<file path="src/pkg/acs_pkg.sv">
// Shared constants, types and register map of the accumulator saturation block
package acs_pkg;

  // ----------------------------------------------------------------
  // Datapath widths and bit positions
  // ----------------------------------------------------------------
  localparam int ACS_ACC_W = 40;  // 9.31 accumulator
  localparam int ACS_SUM_W = 41;  // Adder result with one carry bit
  localparam int ACS_BIT31 = 31;  // 1.31 sign position
  localparam int ACS_BIT39 = 39;  // 9.31 sign position

  // Clamp limits
  localparam logic [39:0] ACS_MAX_939 = 40'h7f_ffff_ffff;
  localparam logic [39:0] ACS_MIN_939 = 40'h80_0000_0000;
  localparam logic [39:0] ACS_MAX_131 = 40'h00_7fff_ffff;
  localparam logic [39:0] ACS_MIN_131 = 40'hff_8000_0000;

  // ----------------------------------------------------------------
  // Register map (byte addresses) and field positions
  // ----------------------------------------------------------------
  localparam int ACS_ADDR_W = 6;
  localparam logic [5:0] ACS_OFF_CTRL = 6'h00;
  localparam logic [5:0] ACS_OFF_STATUS = 6'h04;
  localparam logic [5:0] ACS_OFF_MASK = 6'h08;
  localparam logic [5:0] ACS_OFF_FLAGS = 6'h0c;
  localparam logic [5:0] ACS_OFF_ACCA_LO = 6'h10;
  localparam logic [5:0] ACS_OFF_ACCA_HI = 6'h14;
  localparam logic [5:0] ACS_OFF_ACCB_LO = 6'h18;
  localparam logic [5:0] ACS_OFF_ACCB_HI = 6'h1c;

  // Register indices returned by the address decoder
  localparam logic [3:0] ACS_IDX_CTRL = 4'h0;
  localparam logic [3:0] ACS_IDX_STATUS = 4'h1;
  localparam logic [3:0] ACS_IDX_MASK = 4'h2;
  localparam logic [3:0] ACS_IDX_FLAGS = 4'h3;
  localparam logic [3:0] ACS_IDX_ACCA_LO = 4'h4;
  localparam logic [3:0] ACS_IDX_ACCA_HI = 4'h5;
  localparam logic [3:0] ACS_IDX_ACCB_LO = 4'h6;
  localparam logic [3:0] ACS_IDX_ACCB_HI = 4'h7;
  localparam logic [3:0] ACS_IDX_NONE = 4'hf;

  // Control: [0] sat en A, [1] sat en B, [2] 40-bit limit, [3] trap en
  localparam int ACS_CTRL_W = 4;
  localparam logic [3:0] ACS_CTRL_RST = 4'h0;
  // Status/mask: [0] A clamped, [1] B clamped, [2] wrap trap seen
  localparam int ACS_STAT_W = 3;
  localparam logic [2:0] ACS_STAT_RST = 3'h0;
  localparam logic [2:0] ACS_MASK_RST = 3'h0;

  localparam logic [1:0] ACS_RESP_OKAY = 2'h0;
  localparam logic [1:0] ACS_RESP_SLVERR = 2'h2;

  // ----------------------------------------------------------------
  // Types
  // ----------------------------------------------------------------
  typedef enum logic [1:0] {
    ACS_MODE_WRAP = 2'b00,  // No clamping, catastrophic overflow
    ACS_MODE_SAT31 = 2'b01,  // Clamp at 1.31 limits
    ACS_MODE_SAT39 = 2'b10  // Clamp at 9.31 limits
  } acs_mode_e;

  typedef struct packed {
    logic target;  // 0 = accumulator A, 1 = accumulator B
    logic [40:0] sum;  // Raw adder/subtracter result
  } acs_result_s;

  typedef struct packed {
    logic acc_a_clamped;
    logic acc_b_clamped;
    logic acc_a_overflow;
    logic acc_b_overflow;
    logic either_acc_overflow;
    logic either_acc_clamped;
  } acs_flags_s;

endpackage

</file>
<file path="src/hw/acs_top.sv">
// Accumulator saturation and overflow block with AXI4-Lite registers
//
// The AXI4-Lite register port and the register offsets were chosen for this implementation.
`timescale 1ns/1ps

module acs_top
  import acs_pkg::*;
(
  // Clock and reset
  input wire logic aclk,
  input wire logic aresetn,
  // AXI4-Lite write address
  input wire logic awvalid,
  output logic awready,
  input wire logic [ACS_ADDR_W-1:0] awaddr,
  input wire logic [2:0] awprot,
  // AXI4-Lite write data
  input wire logic wvalid,
  output logic wready,
  input wire logic [31:0] wdata,
  input wire logic [3:0] wstrb,
  // AXI4-Lite write response
  output logic bvalid,
  input wire logic bready,
  output logic [1:0] bresp,
  // AXI4-Lite read address
  input wire logic arvalid,
  output logic arready,
  input wire logic [ACS_ADDR_W-1:0] araddr,
  input wire logic [2:0] arprot,
  // AXI4-Lite read data
  input wire logic [1:0] rresp_unused_guard,
  output logic rvalid,
  input wire logic rready,
  output logic [31:0] rdata,
  output logic [1:0] rresp,
  // Adder/subtracter result
  input wire logic res_valid,
  input wire acs_result_s res,
  // Accumulators and flags
  output logic [ACS_ACC_W-1:0] acc_a,
  output logic [ACS_ACC_W-1:0] acc_b,
  output acs_flags_s flags,
  // Trap and interrupt
  output logic trap_req,
  output logic irq
);

  // ----------------------------------------------------------------
  // Address decoding
  // ----------------------------------------------------------------

  // Map a byte address onto a register index; misses give NONE
  function automatic logic [3:0] acs_decode(input logic [5:0] addr);
    logic [3:0] idx;
    idx = ACS_IDX_NONE;
    if (addr == ACS_OFF_CTRL)
      idx = ACS_IDX_CTRL;
    else if (addr == ACS_OFF_STATUS)
      idx = ACS_IDX_STATUS;
    else if (addr == ACS_OFF_MASK)
      idx = ACS_IDX_MASK;
    else if (addr == ACS_OFF_FLAGS)
      idx = ACS_IDX_FLAGS;
    else if (addr == ACS_OFF_ACCA_LO)
      idx = ACS_IDX_ACCA_LO;
    else if (addr == ACS_OFF_ACCA_HI)
      idx = ACS_IDX_ACCA_HI;
    else if (addr == ACS_OFF_ACCB_LO)
      idx = ACS_IDX_ACCB_LO;
    else if (addr == ACS_OFF_ACCB_HI)
      idx = ACS_IDX_ACCB_HI;
    return idx;
  endfunction

  // ----------------------------------------------------------------
  // Register state
  // ----------------------------------------------------------------
  logic [ACS_CTRL_W-1:0] ctrl;  // Mode and trap enable bits
  logic [ACS_STAT_W-1:0] status;  // Sticky clamped and trap bits
  logic [ACS_STAT_W-1:0] mask;  // Interrupt mask, same layout
  logic ovf_a;  // Accumulator A overflow, per result
  logic ovf_b;  // Accumulator B overflow, per result
  logic [ACS_ADDR_W-1:0] wr_addr;  // Held write address
  logic [31:0] wr_data;  // Held write data
  logic [3:0] wr_strb;  // Held byte enables

  // Control fields
  wire sat_en_a = ctrl[0];
  wire sat_en_b = ctrl[1];
  wire sat_40_sel = ctrl[2];
  wire wrap_trap_enable = ctrl[3];

  // ----------------------------------------------------------------
  // Saturation datapath
  // ----------------------------------------------------------------

  // Target's enable picks clamping; select picks the limit
  wire tgt_sat_en = res.target ? sat_en_b : sat_en_a;
  wire acs_mode_e tgt_mode = !tgt_sat_en ? ACS_MODE_WRAP :
    (sat_40_sel ? ACS_MODE_SAT39 : ACS_MODE_SAT31);
  wire [ACS_ACC_W-1:0] sat_result;
  wire clamp_evt;
  wire ovf_evt;

  // One shared unit: only one accumulator is targeted per result
  acs_sat_unit u_sat (
    .sum(res.sum),
    .mode(tgt_mode),
    .result(sat_result),
    .clamp_evt(clamp_evt),
    .ovf_flag(ovf_evt)
  );

  // Events qualified by target
  wire set_a = res_valid & ~res.target & clamp_evt;
  wire set_b = res_valid & res.target & clamp_evt;
  // Trap only when clamping is off for the target
  wire trap_evt = res_valid & clamp_evt & ~tgt_sat_en &
    wrap_trap_enable;

  // ----------------------------------------------------------------
  // Write channel decode
  // ----------------------------------------------------------------

  // Both halves held and no response pending: commit now
  wire wr_fire = ~awready & ~wready & ~bvalid;
  wire [3:0] wr_idx = acs_decode(wr_addr);
  wire wr_hit = wr_idx != ACS_IDX_NONE;
  // All writable fields live in byte lane 0
  wire wr_lane0 = wr_fire & wr_strb[0];
  wire wr_ctrl = wr_lane0 & (wr_idx == ACS_IDX_CTRL);
  wire wr_stat = wr_lane0 & (wr_idx == ACS_IDX_STATUS);
  wire wr_mask = wr_lane0 & (wr_idx == ACS_IDX_MASK);
  // One-to-clear pattern for the status register
  wire [ACS_STAT_W-1:0] stat_clr =
    wr_stat ? wr_data[ACS_STAT_W-1:0] : ACS_STAT_RST;
  wire [ACS_STAT_W-1:0] stat_set = {trap_evt, set_b, set_a};
  // Hardware set wins over a clear in the same cycle
  wire [ACS_STAT_W-1:0] next_status =
    (status & ~stat_clr) | stat_set;

  // ----------------------------------------------------------------
  // Read channel decode
  // ----------------------------------------------------------------
  wire [3:0] rd_idx = acs_decode(araddr);
  wire rd_hit = rd_idx != ACS_IDX_NONE;
  logic [31:0] rd_word;

  // Read data selection; unmapped reads return zero
  always_comb
  begin
    rd_word = 32'h0000_0000;
    if (rd_idx == ACS_IDX_CTRL)
      rd_word[ACS_CTRL_W-1:0] = ctrl;
    else if (rd_idx == ACS_IDX_STATUS)
      rd_word[ACS_STAT_W-1:0] = status;
    else if (rd_idx == ACS_IDX_MASK)
      rd_word[ACS_STAT_W-1:0] = mask;
    else if (rd_idx == ACS_IDX_FLAGS)
      rd_word[5:0] = flags;
    else if (rd_idx == ACS_IDX_ACCA_LO)
      rd_word = acc_a[31:0];
    else if (rd_idx == ACS_IDX_ACCA_HI)
      rd_word[7:0] = acc_a[ACS_ACC_W-1:32];
    else if (rd_idx == ACS_IDX_ACCB_LO)
      rd_word = acc_b[31:0];
    else if (rd_idx == ACS_IDX_ACCB_HI)
      rd_word[7:0] = acc_b[ACS_ACC_W-1:32];
  end

  // Next flag outputs, combined bits formed from next values
  wire next_ovf_a = (res_valid & ~res.target) ? ovf_evt : ovf_a;
  wire next_ovf_b = (res_valid & res.target) ? ovf_evt : ovf_b;
  wire [ACS_STAT_W-1:0] next_mask =
    wr_mask ? wr_data[ACS_STAT_W-1:0] : mask;
  wire [ACS_STAT_W-1:0] next_pend = next_status & next_mask;

  // ----------------------------------------------------------------
  // AXI4-Lite write address and data capture
  // ----------------------------------------------------------------

  // Ready drops on capture; rises again after the response
  always_ff @(posedge aclk)
  begin
    if (!aresetn)
    begin
      awready <= 1'b1;
      wr_addr <= '0;
    end
    else if (awvalid && awready)
    begin
      awready <= 1'b0;
      wr_addr <= awaddr;
    end
    else if (bvalid && bready)
      awready <= 1'b1;
  end

  // Data captured independently of the address
  always_ff @(posedge aclk)
  begin
    if (!aresetn)
    begin
      wready <= 1'b1;
      wr_data <= 32'h0000_0000;
      wr_strb <= 4'h0;
    end
    else if (wvalid && wready)
    begin
      wready <= 1'b0;
      wr_data <= wdata;
      wr_strb <= wstrb;
    end
    else if (bvalid && bready)
      wready <= 1'b1;
  end

  // Response one cycle after both halves are held
  always_ff @(posedge aclk)
  begin
    if (!aresetn)
    begin
      bvalid <= 1'b0;
      bresp <= ACS_RESP_OKAY;
    end
    else if (wr_fire)
    begin
      bvalid <= 1'b1;
      bresp <= wr_hit ? ACS_RESP_OKAY : ACS_RESP_SLVERR;
    end
    else if (bready)
      bvalid <= 1'b0;
  end

  // ----------------------------------------------------------------
  // AXI4-Lite read
  // ----------------------------------------------------------------

  // Single outstanding read; data latched with the address
  always_ff @(posedge aclk)
  begin
    if (!aresetn)
    begin
      arready <= 1'b1;
      rvalid <= 1'b0;
      rdata <= 32'h0000_0000;
      rresp <= ACS_RESP_OKAY;
    end
    else if (arvalid && arready)
    begin
      arready <= 1'b0;
      rvalid <= 1'b1;
      rdata <= rd_word;
      rresp <= rd_hit ? ACS_RESP_OKAY : ACS_RESP_SLVERR;
    end
    else if (rvalid && rready)
    begin
      arready <= 1'b1;
      rvalid <= 1'b0;
    end
  end

  // ----------------------------------------------------------------
  // Software registers
  // ----------------------------------------------------------------

  // Control, mask and sticky status
  always_ff @(posedge aclk)
  begin
    if (!aresetn)
    begin
      ctrl <= ACS_CTRL_RST;
      mask <= ACS_MASK_RST;
      status <= ACS_STAT_RST;
    end
    else
    begin
      if (wr_ctrl)
        ctrl <= wr_data[ACS_CTRL_W-1:0];
      mask <= next_mask;
      status <= next_status;
    end
  end

  // ----------------------------------------------------------------
  // Accumulators
  // ----------------------------------------------------------------

  // Loaded with the clamped or wrapped result of each pass
  always_ff @(posedge aclk)
  begin
    if (!aresetn)
    begin
      acc_a <= '0;
      acc_b <= '0;
    end
    else if (res_valid)
    begin
      if (res.target)
        acc_b <= sat_result;
      else
        acc_a <= sat_result;
    end
  end

  // ----------------------------------------------------------------
  // Flags, trap and interrupt outputs
  // ----------------------------------------------------------------

  // Overflow flags follow each pass; clamped flags mirror status
  always_ff @(posedge aclk)
  begin
    if (!aresetn)
    begin
      ovf_a <= 1'b0;
      ovf_b <= 1'b0;
      flags <= '0;
    end
    else
    begin
      ovf_a <= next_ovf_a;
      ovf_b <= next_ovf_b;
      flags.acc_a_clamped <= next_status[0];
      flags.acc_b_clamped <= next_status[1];
      flags.acc_a_overflow <= next_ovf_a;
      flags.acc_b_overflow <= next_ovf_b;
      flags.either_acc_overflow <= next_ovf_a | next_ovf_b;
      flags.either_acc_clamped <= next_status[0] | next_status[1];
    end
  end

  // Trap request is a one-cycle pulse per catastrophic pass
  always_ff @(posedge aclk)
  begin
    if (!aresetn)
    begin
      trap_req <= 1'b0;
      irq <= 1'b0;
    end
    else
    begin
      trap_req <= trap_evt;
      // Level interrupt tracks unmasked sticky bits
      irq <= |next_pend;
    end
  end

endmodule

</file>
<file path="src/hw/acs_sat_unit.sv">
// Combinational clamp or wrap of one adder result into a 40-bit accumulator
`timescale 1ns/1ps
module acs_sat_unit
  import acs_pkg::*;
(
  // Adder result and selected mode
  input wire logic [ACS_SUM_W-1:0] sum,
  input wire acs_mode_e mode,
  // Value to load and events
  output logic [ACS_ACC_W-1:0] result,
  output logic clamp_evt,
  output logic ovf_flag
);

  // Sign of the true result sits in the carry bit
  wire sign = sum[ACS_SUM_W-1];
  // Carry disagrees with bit 39: value left the 9.31 range
  wire ovf39 = sum[ACS_SUM_W-1] ^ sum[ACS_BIT39];
  // Bits 40..31 not all equal: guard bits carry magnitude
  wire top_ones = &sum[ACS_SUM_W-1:ACS_BIT31];
  wire top_zeros = ~(|sum[ACS_SUM_W-1:ACS_BIT31]);
  wire ovf31 = ~(top_ones | top_zeros);
  // Same test on the wrapped 40-bit value
  wire wrap_ones = &sum[ACS_BIT39:ACS_BIT31];
  wire wrap_zeros = ~(|sum[ACS_BIT39:ACS_BIT31]);
  wire wrap_ovf = ~(wrap_ones | wrap_zeros);
  // Limits picked by sign of the true result
  wire [ACS_ACC_W-1:0] lim39 = sign ? ACS_MIN_939 : ACS_MAX_939;
  wire [ACS_ACC_W-1:0] lim31 = sign ? ACS_MIN_131 : ACS_MAX_131;

  // Mode selects clamp limit and flag sources
  always_comb
  begin
    result = sum[ACS_ACC_W-1:0];
    clamp_evt = 1'b0;
    ovf_flag = 1'b0;
    case (mode)
      ACS_MODE_SAT39:
      begin
        result = ovf39 ? lim39 : sum[ACS_ACC_W-1:0];
        clamp_evt = ovf39;
        ovf_flag = ovf31;
      end
      ACS_MODE_SAT31:
      begin
        result = ovf31 ? lim31 : sum[ACS_ACC_W-1:0];
        clamp_evt = ovf31;
        // Guard bits unused here, so overflow never reported
        ovf_flag = 1'b0;
      end
      default:
      begin
        // Wrap freely; sign may be destroyed
        result = sum[ACS_ACC_W-1:0];
        clamp_evt = ovf39;
        ovf_flag = wrap_ovf;
      end
    endcase
  end

endmodule

</file>
<file path="config.mk">
export PLATFORM = sky130hd
export DESIGN_NAME = acs_top
export DESIGN_NICKNAME = d
export VERILOG_FILES = /design/src/pkg/acs_pkg.sv /design/src/hw/acs_top.sv /design/src/hw/acs_sat_unit.sv
export SDC_FILE = /design/constraint.sdc
export NUM_CORES = 1
export LEC_CHECK = 0
export BUFFER_PORTS_ARGS = -buffer_cell sky130_fd_sc_hd__buf_2
export CAP_MARGIN = 20
export CORE_MARGIN = 5
export CORE_UTILIZATION = 49
export DETAILED_ROUTE_END_ITERATION = 6
export HOLD_SLACK_MARGIN = 0.1
export PLACE_DENSITY = 0.82
export SLEW_MARGIN = 15
export SYNTH_ARGS = -nofsm -noshare
export SYNTH_HDL_FRONTEND = slang
export SYNTH_SLANG_ARGS = --single-unit
</file>
<file path="constraint.sdc">
create_clock -name aclk -period 2.6 [get_ports aclk]
set_clock_uncertainty 0.1 [all_clocks]
set_input_delay 0.26 -clock aclk [delete_from_list [all_inputs] [get_ports aclk]]
set_output_delay 0.26 -clock aclk [all_outputs]
set_load 0.01 [all_outputs]
</file>
==> flow_metrics.tcl, run 1 <==
set metrics [dict create \
    antenna_cells 0 \
    status "complete, no violations" \
    die_w_um 122.8 \
    setup_viol 0 \
    grt_pass1_vias 5936 \
    drt-initial-drc-count 664 \
    finalNetCount 1043 \
    grtUsageMet1 0.3337 \
    fin_crit_sh 0.9106 \
    setup_ws_ns 0.2325 \
    required_ns 2.79 \
    post_cts_resized 0 \
    vias 6393 \
    ctsLongestPathBuffers 2 \
    fmax_ghz 0.4224 \
    synth-seq-cells 146 \
    design_area_mm2 0.008324 \
    slew_viol_final 0 \
    route.detailed.drc 0 \
    grt_max_degree 44 \
    path_max_fanout 6 \
    dp_slack_ns 0.1840 \
    insertion_delay_ns 0.42 \
    core_area_mm2 0.01257 \
    first_pass_iters 5 \
    rsz0062_at_grt "false" \
    worstPathArrival_ns 2.56 \
    synth-edff-count 0 \
    drv_cap 0 \
    place_hpwl_um 13740 \
    place.port_buffers 193 \
    gr-usage-all-layers 0.2669 \
    crit_type "flop to flop" \
    grt_pass1_wl_um 31220 \
    r2r_slack_ns 0.23 \
    irDropWorstVdd_mv 0.3812 \
    finalWirelength_um 20410 \
    syn_avg_cell_area_um2 8.750 \
    leakagePower_nw 3.683 \
    end_kind "flop" \
    areaGrowthSynthToFinish_pct 33.43 \
    ys_warn_count 0 \
    postPlaceCellArea_mm2 0.007323 \
    pin_count 235 \
    drive_gt1_frac 0.2833 \
    clk_pin_slew_ns 0.06 \
    antenna_found_initial 0 \
    power_density_mw_per_mm2 647.7 \
    final_cell_mix "buf_2 (193), dfxtp_1 (146), a21oi_1 (87), nand2_1 (72), nor2_1 (71)" \
    worst_pin_slew_ns 0.9308 \
    ys.flop_type "dfxtp_1" \
    cts-root-buf "clkbuf_16" \
    tns_ns 0 \
    syn-cell-area_mm2 0.006238 \
    cp-start-kind "flop" \
    htreeDepth 4 \
    grt_util_met2 0.4448 \
    hold_violations 0 \
    synthCells 713 \
    busiest_layer "met2" \
    slew-limit-headroom 0.3697 \
    synthArstFlopShare 0 \
    numCtsBuffers 17 \
    wire_per_inst_um 18.25 \
    p_total_w 0.005392 \
    cts_tree "built" \
    rows 41 \
    post_drt_via_cell_ratio 5.718 \
    clock-sinks 146 \
    worstHoldPathType "input pin to flop" \
    die-area_mm2 0.01509 \
    post-route-min-period_ns 2.367 \
    yosysUniqueCellTypes 60 \
    yosysSeqAreaShare 0.4685 \
    grt_use_met3 0.05945 \
    ant_nets 0 \
    overflow 0 \
    initial_core_util 0.4964 \
    final_common_cell "buf_2" \
    die_h_um 122.8 \
    gp_congestion 0.8981 \
]
cell usage after synthesis, drive strengths merged (9+ instances only):
| master | instances | share of area |
|---|---|---|
| a21oi | 87 | 0.070 |
| a22oi | 24 | 0.029 |
| a2bb2oi | 38 | 0.053 |
| a31oi | 9 | 0.0090 |
| buf | 28 | 0.031 |
| clkbuf | 35 | 0.021 |
| dfxtp | 146 | 0.47 |
| inv | 12 | 0.0072 |
| mux2i | 11 | 0.018 |
| nand2 | 72 | 0.043 |
| nand3 | 10 | 0.0080 |
| nor2 | 73 | 0.045 |
| nor3 | 13 | 0.010 |
| o21ai | 67 | 0.054 |
metrics by stage:
step | hold WS [ns] | cells | util
final | 0.1464 | 1118 | 0.6623
after global routing | 0.1601 | 1118 | 0.6623
after CTS | 0.1333 | 1118 | 0.6623
after detailed placement | 0.3488 | 1041 | 0.5827
after global placement | 0.3387 | 1041 | 0.5827
after floorplan | 0.2960 | 714 | -
state kept, by name, summed over array words and instances, names as in the netlist, 2 cells and up:
register	cells
mask	3
rdata	32
flags	2
acc_b	40
wr_addr	6
wr_data	4
status	3
ctrl	4
acc_a	40
cells by family (layout without fill, tap and decap cells):
kind of cell | count (synthesis) | after routing | share of synthesized area
adder cells (fa/ha/maj) | 3 | 3 | 0.006017
flip-flops | 146 | 146 | 0.4685
AND/OR/NAND/NOR | 207 | 207 | 0.1556
AO/OA/AOI/OAI | 261 | 261 | 0.2615
buffers and inverters | 75 | 307 | 0.05937
multiplexers | 20 | 20 | 0.04834
other | 1 | 2 | 0.0006011
path summary, 6_finish.rpt:
check,endpoint,from,depth (start not counted)
setup / recovery,irq$_SDFF_PN0_,bvalid$_SDFFE_PN0P_,5
hold / removal,wr_data[3]$_SDFFE_PN0P_,wvalid,4
setup reg to reg,irq$_SDFF_PN0_,bvalid$_SDFFE_PN0P_,5
hold reg to reg,rdata[6]$_SDFFE_PN0P_,rdata[6]$_SDFFE_PN0P_,2
final cells by class:
type	instances	area (um2)
Clock inverter	6	55.05
Inverter	12	45.04
Fill cell	1044	4244
Tap cell	172	215.2
Timing Repair Buffer	264	1639
Multi-Input combinational cell	493	2962
Sequential cell	146	2923
Clock buffer	25	485.5
per-layer routing:
layer	part of all wire	wire, um	vias up
li1	-	-	3033
met1	0.40	8246	3010
met2	0.48	9835	315
met3	0.087	1778	35
met4	0.027	549	0
met5	0	0	-
report_power, final:
part           internal, W  leakage (nW)  switching [W]
logic             0.000310          2.22       0.000390
registers          0.00235          1.20      0.0000954
clock network      0.00138         0.271       0.000868
worst max-delay path: stages, from the launching register on:
cell     delay, ns
dfxtp_1       0.36
or4_4         0.59
or3_1         0.39
a22o_1        0.24
a41o_1        0.23
a221o_1       0.34
repair_timing:
| item | CTS | global route |
|---|---|---|
| endpoints found under the hold margin | 79 | 0 |
| setup buffers | 0 | 0 |
| hold buffers | 46 | 0 |
No activity file was read; power rests on OpenSTA's default activity.
==> run 2: changes to the inputs <==
- ABC_AREA: unset -> 1
- CORE_UTILIZATION: 49 -> 52
- PLACE_DENSITY: 0.82 -> 0.83
==> run 2 against run 1 <==
The run now ends with DRC left. Sequential share of layout area fell by 4.5 points. Worst setup slack improved by 0.26 ns. Synthesized area rose by 21%. Utilization rose by 0.067 points. Via count rose by 33%. Clock-buffer cell count fell by 7. Maximum frequency rose by 12%. Critical path depth rose by 3. Cell count rose by 39%. First-iteration DRC count fell by 12%. Global-route usage rose by 2.1 points.
==> flow_metrics.tcl, run 2 <==
set metrics [dict create \
    rsz0062_at_grt "false" \
    die_w_um 130.6 \
    slew_viol_final 0 \
    required_ns 2.86 \
    path_buf_inv 3 \
    synth.area.top_cells "dfxtp_1 (39%), nand2_1 (13%), inv_1 (10%), a21oi_1 (8.5%), nand4_1 (5.3%)" \
    ctsLongestPathBuffers 2 \
    die_h_um 130.6 \
    routed.top_layer "met5" \
    initial_core_util 0.5243 \
    multiInputGateArea_mm2 0.003500 \
    worstPathArrival_ns 2.38 \
    worstHoldStart "res[8]" \
    synth.top_cells.by_count "nand2_1 (259), inv_1 (211), dfxtp_1 (146)" \
    power_density_mw_per_mm2 586.5 \
    gp_congestion 0.9010 \
    crit_type "flop to flop" \
    rr_endpoint "acc_b[33]$_SDFFE_PN0P_" \
    clock-sinks 146 \
    hold_violations 0 \
    wl_met2_um 12110 \
    irDropWorstVdd_mv 0.4044 \
    synth-seq-cells 146 \
    leakagePower_nw 4.828 \
    final_common_cell "nand2_1" \
    synth_most_common_cell "nand2_1" \
    syn_avg_cell_area_um2 6.519 \
    numCtsBuffers 17 \
    gr-usage-all-layers 0.2876 \
    critPathMaxStageDelay_ns 0.38 \
    syn-cell-area_mm2 0.007562 \
    pin_count 235 \
    setup_ws_ns 0.4879 \
    cp-start-kind "flop" \
    path_cells "inv_1, o21ai_2, inv_2, nor2_4, nand3_1, nand3_1, o21ai_0, inv_1" \
    ys_warn_count 0 \
    first_pass_iters 7 \
    crit_slowest_cell "nor2_4" \
    die-area_mm2 0.01706 \
    final_cell_mix "nand2_1 (258), inv_1 (211), buf_2 (193), dfxtp_1 (146), a21oi_1 (129)" \
    r2r_slack_ns 0.49 \
    core_area_mm2 0.01442 \
    yosysUniqueCellTypes 34 \
    yosysSeqAreaShare 0.3865 \
    areaGrowthSynthToFinish_pct 26.46 \
    ant_nets 0 \
    crit_family "simple AND/OR/NAND/NOR gates" \
    hold-path-cell-count 5 \
    rows 44 \
    fill_cells 1306 \
    synthCells 1160 \
    synth-edff-count 0 \
    status "complete, but fails checks" \
    overflow 0 \
    r2r_cells 8 \
    top_regs "acc_a: 40 flops, acc_b: 40 flops, rdata: 32 flops" \
    synthArstFlopShare 0 \
    wl_met1_um 10030 \
    synth_top_area_frac 0.3865 \
    crit_end "acc_b[33]$_SDFFE_PN0P_" \
    drive_gt1_frac 0.1966 \
    path_max_fanout 16 \
    insertion_delay_ns 0.42 \
    worstHoldPathType "input pin to flop" \
    yosys.area.top_type "dfxtp_1" \
    post_cts_buffers 0 \
    r2r-start "ctrl[0]$_SDFFE_PN0P_" \
    htreeDepth 4 \
    fmax_ghz 0.4735 \
    drt-initial-drc-count 585 \
    wire_per_inst_um 15.93 \
    crit_start "ctrl[0]$_SDFFE_PN0P_" \
    drv_cap 0 \
    grt_pass1_vias 7937 \
    finalNetCount 1469 \
    slew-limit-headroom 0.6304 \
    wl_met3_um 2162 \
    post_drt_via_cell_ratio 5.450 \
    vias 8491 \
    worst_pin_slew_ns 0.5537 \
    route.detailed.drc 17 \
    grt_pass1_wl_um 39030 \
    antenna_found_initial 1 \
    grt_max_degree 79 \
    dp_slack_ns 0.4898 \
    tns_ns 0 \
    post-route-min-period_ns 2.112 \
    cts-root-buf "clkbuf_16" \
    post_cts_resized 0 \
    clk_pin_slew_ns 0.06 \
    cts_tree "built" \
    end_kind "flop" \
    path_depth 8 \
    violations "DRC" \
    seq_area_mm2 0.002923 \
    setup_viol 0 \
    place.port_buffers 193 \
    finalWirelength_um 24830 \
    place_hpwl_um 16480 \
    fin_crit_sh 0.8123 \
    ys.flop_type "dfxtp_1" \
    p_total_w 0.005609 \
]
[run 2: cell types whose count changed after synthesis, moves of 24 or more]
cell	change
nand3_1	+48
a22oi_1	-24
inv_1	+200
nand2_1	+187
a2bb2oi_1	-38
nand4_1	+61
a21oi_1	+42
[run 2: worst min path at each step]
| stage | slack, ns | end |
|---|---|---|
| 2_1_floorplan | 0.31 | wr_strb[0]$_SDFFE_PN0P_ |
| 3_3_place_gp | 0.35 | wr_addr[1]$_SDFFE_PN0P_ |
| 3_5_place_dp | 0.35 | rdata[11]$_SDFFE_PN0P_ |
| 4_1_cts | 0.10 | acc_b[3]$_SDFFE_PN0P_ |
| 5_1_grt | 0.12 | acc_b[8]$_SDFFE_PN0P_ |
| 6_report | 0.12 | acc_b[8]$_SDFFE_PN0P_ |
[run 2: layout make-up]
class	instances	share of cell area
tap	184	0.02407
antenna	1	0.0002617
sequential	146	0.3056
inverter	216	0.08491
multi-input combinational	728	0.3660
clock inverter	14	0.01387
clock buffer	18	0.04592
timing repair buffer	251	0.1594
[run 2: per-layer routing]
layer	vias to the layer above	GRT usage
met5	-	0
met4	2	0.09861
met3	54	0.06585
met2	382	0.4953
met1	3914	0.3542
li1	4139	-
[run 2: kinds of logic (layout without fill, tap and decap cells)]
| group | Yosys count | in the layout | share of synthesized area |
|---|---|---|---|
| AND/OR/NAND/NOR | 468 | 468 | 0.2765 |
| buffers and inverters | 287 | 499 | 0.1522 |
| AO/OA/AOI/OAI | 255 | 255 | 0.1794 |
| flip-flops | 146 | 146 | 0.3865 |
| adder cells (fa/ha/maj) | 3 | 3 | 0.004964 |
| other | 1 | 3 | 0.0004959 |
[run 2: power by group]
group	switching, W	internal (W)
logic	0.000510	0.000298
clock network	0.00102	0.00135
registers	0.0000769	0.00236
total	0.00160	0.00401
[run 2: through the flow]
step           area [um2]  hold slack (ns)    util  instances
3_3_place_gp         8648           0.3486  0.5996       1491
5_1_grt              9560           0.1210  0.6628       1557
2_1_floorplan        7566           0.3119       -       1161
6_report             9563           0.1181  0.6630       1558
3_5_place_dp         8648           0.3519  0.5996       1491
4_1_cts              9560           0.1002  0.6628       1557
[run 2: timing repair]
action / in CTS / in global routing
endpoints found under the setup margin: 0 / 0
hold buffers: 34 / 0
hold endpoints to repair: 43 / 0
[run 2: worst min-delay path: stages]
cell and delay, ns:
buf_2 0.10, nand2_1 0.07, nand4_1 0.09, nand2_1 0.05, inv_1 0.04
==> run 3: changes to the inputs <==
- CORE_UTILIZATION: 52 -> 47
- PLACE_DENSITY: 0.83 -> 0.79
- clock period: 2.6 -> 1.8 ns (I/O delays scaled with it)
==> run 3 against run 2 <==
The run now ends clean. Global-route usage fell by 1.8 points. Routed wire length rose by 4.1%. Die area rose by 9.8%. Utilization fell by 2.0 points. Register-to-register slack got worse by 0.36 ns. Clock-buffer cell count rose by 2. Largest power group unchanged.
==> flow_metrics.tcl, run 3 (synthesized netlist as in run 2, its figures left out) <==
set metrics [dict create \
    crit_end "acc_b[0]$_SDFFE_PN0P_" \
    status "complete, no violations" \
    required_ns 2.07 \
    ctsLongestPathBuffers 2 \
    setup_ws_ns 0.1329 \
    worstPathArrival_ns 1.94 \
    grt_max_degree 59 \
    final_cell_mix "nand2_1 (256), inv_1 (211), buf_2 (192), dfxtp_1 (146), a21oi_1 (128)" \
    pin_count 235 \
    postPlaceCellArea_mm2 0.008874 \
    path_max_fanout 10 \
    crit_type "flop to flop" \
    wire_per_inst_um 15.73 \
    r2r_cells 9 \
    fin_cells 1642 \
    finalWirelength_um 25830 \
    overflow 0 \
    clock-sinks 146 \
    worstHoldPathType "input pin to flop" \
    place_hpwl_um 17370 \
    cp-start-kind "flop" \
    route.detailed.drc 0 \
    fill_cells 1354 \
    post-route-min-period_ns 1.667 \
    final_common_cell "nand2_1" \
    clk_pin_slew_ns 0.06 \
    p_sw_frac 0.2828 \
    leakagePower_nw 5.119 \
    internal-power_w 0.005848 \
    combPwrFrac 0.156 \
    gp_congestion 0.8987 \
    r2r_slack_ns 0.13 \
    grt_pass1_vias 8421 \
    first_pass_iters 6 \
    post_drt_via_cell_ratio 5.361 \
    fin_crit_sh 0.9262 \
    rr_endpoint "acc_b[0]$_SDFFE_PN0P_" \
    power_density_mw_per_mm2 801.6 \
    die-area_mm2 0.01873 \
    insertion_delay_ns 0.42 \
    cts_tree "built" \
    htreeDepth 4 \
    setup_viol 0 \
    cts-root-buf "clkbuf_16" \
    place.port_buffers 193 \
    gr-usage-all-layers 0.2696 \
    drt-initial-drc-count 685 \
    p_seq_frac 0.431 \
    r2r-start "ctrl[0]$_SDFFE_PN0P_" \
    rows 46 \
    fmax_ghz 0.5998 \
    crit_start "ctrl[0]$_SDFFE_PN0P_" \
    hold_violations 0 \
    die_h_um 136.8 \
    final_util 0.6426 \
    dp_cells 1546 \
    vias 8803 \
    p_clk_frac 0.413 \
    numCtsBuffers 17 \
    ant_nets 0 \
    finalNetCount 1521 \
    drv_cap 0 \
    slew_viol_final 0 \
    end_kind "flop" \
    die_w_um 136.8 \
    drive_gt1_frac 0.2098 \
    top_regs "acc_a: 40 flops, acc_b: 40 flops, rdata: 32 flops" \
    antenna_found_initial 1 \
    core_area_mm2 0.01583 \
    initial_core_util 0.4778 \
    rsz0062_at_grt "false" \
    irDropWorstVdd_mv 0.6119 \
    grt_pass1_wl_um 40210 \
    design_area_mm2 0.01017 \
    p_switching_w 0.002306 \
    worstHoldStart "res[31]" \
    areaGrowthSynthToFinish_pct 34.50 \
    dp_slack_ns -0.02186 \
]
==> run 3: cell types whose count changed in the layout (fill, tap and decap cells not counted), sizes merged <==
cell,previous run,this run
clkbuf,18,22
inv,217,215
clkinvlp,6,4
dlymetal6s4s,0,1
buf,217,240
clkinv,6,8
dlygate4sd3,34,60
==> run 3: metal layers <==
| layer | share of wire | up-vias | GRT usage |
|---|---|---|---|
| li1 | - | 4248 | - |
| met4 | 0.033 | 0 | 0.1197 |
| met3 | 0.090 | 79 | 0.05588 |
| met5 | 0 | - | 0 |
| met2 | 0.48 | 457 | 0.4674 |
| met1 | 0.40 | 4019 | 0.3215 |
==> run 3: stage by stage <==
step	total power [W]	TNS, ns	hold WS [ns]
after floorplan	0.004213	0	0.2319
final	0.008153	0	0.1331
after detailed placement	0.004688	-0.02234	0.3389
after global placement	0.004661	0	0.3303
after global routing	0.008496	0	0.1586
after CTS	0.008155	0	0.1016
==> run 3: worst min-delay path by stage <==
stage | end | slack [ns] | cells after the start
after CTS | wr_data[1]$_SDFFE_PN0P_ | 0.10 | 3
after detailed placement | wr_data[3]$_SDFFE_PN0P_ | 0.34 | 3
final | acc_a[31]$_SDFFE_PN0P_ | 0.13 | 5
after floorplan | wr_strb[0]$_SDFFE_PN0P_ | 0.23 | 2
after global placement | wr_addr[5]$_SDFFE_PN0P_ | 0.33 | 3
after global routing | trap_req$_SDFF_PN0_ | 0.16 | 5
==> run 3: what timing repair did <==
action                                  in CTS  in global routing
gates resized for setup                      0                 18
endpoints found under the hold margin      100                  4
buffers inserted                             0                  1
endpoints found under the setup margin       0                 90
hold buffers                                60                  1
==> run 3: critical path: stages, from the launching register on <==
cell     delay [ns]
dfxtp_1        0.33
inv_1          0.08
o21ai_4        0.19
inv_2          0.10
nor2_4         0.22
buf_4          0.22
nand3_1        0.11
nand4_1        0.12
nand2_1        0.08
inv_1          0.07
==> run 3: final cells by class <==
| class | count | area (um2) | share of cell area |
|---|---|---|---|
| Sequential cell | 146 | 2923 | 0.2874 |
| Tap cell | 216 | 270.3 | 0.02657 |
| Timing Repair Buffer | 303 | 2058 | 0.2024 |
| Clock buffer | 20 | 446.7 | 0.04392 |
| Multi-Input combinational cell | 728 | 3548 | 0.3489 |
| Clock inverter | 12 | 110.1 | 0.01083 |
| Inverter | 216 | 812.0 | 0.07984 |
| Antenna cell | 1 | 2.502 | 0.0002460 |
==> run 3: power groups by stage <==
stage	logic, W	registers, W	clock network, W
after CTS	0.00122	0.00351	0.00342
after global placement	0.00108	0.00358	0
after floorplan	0.000584	0.00363	0
after global routing	0.00140	0.00353	0.00357
after detailed placement	0.00111	0.00358	0
final	0.00127	0.00352	0.00337
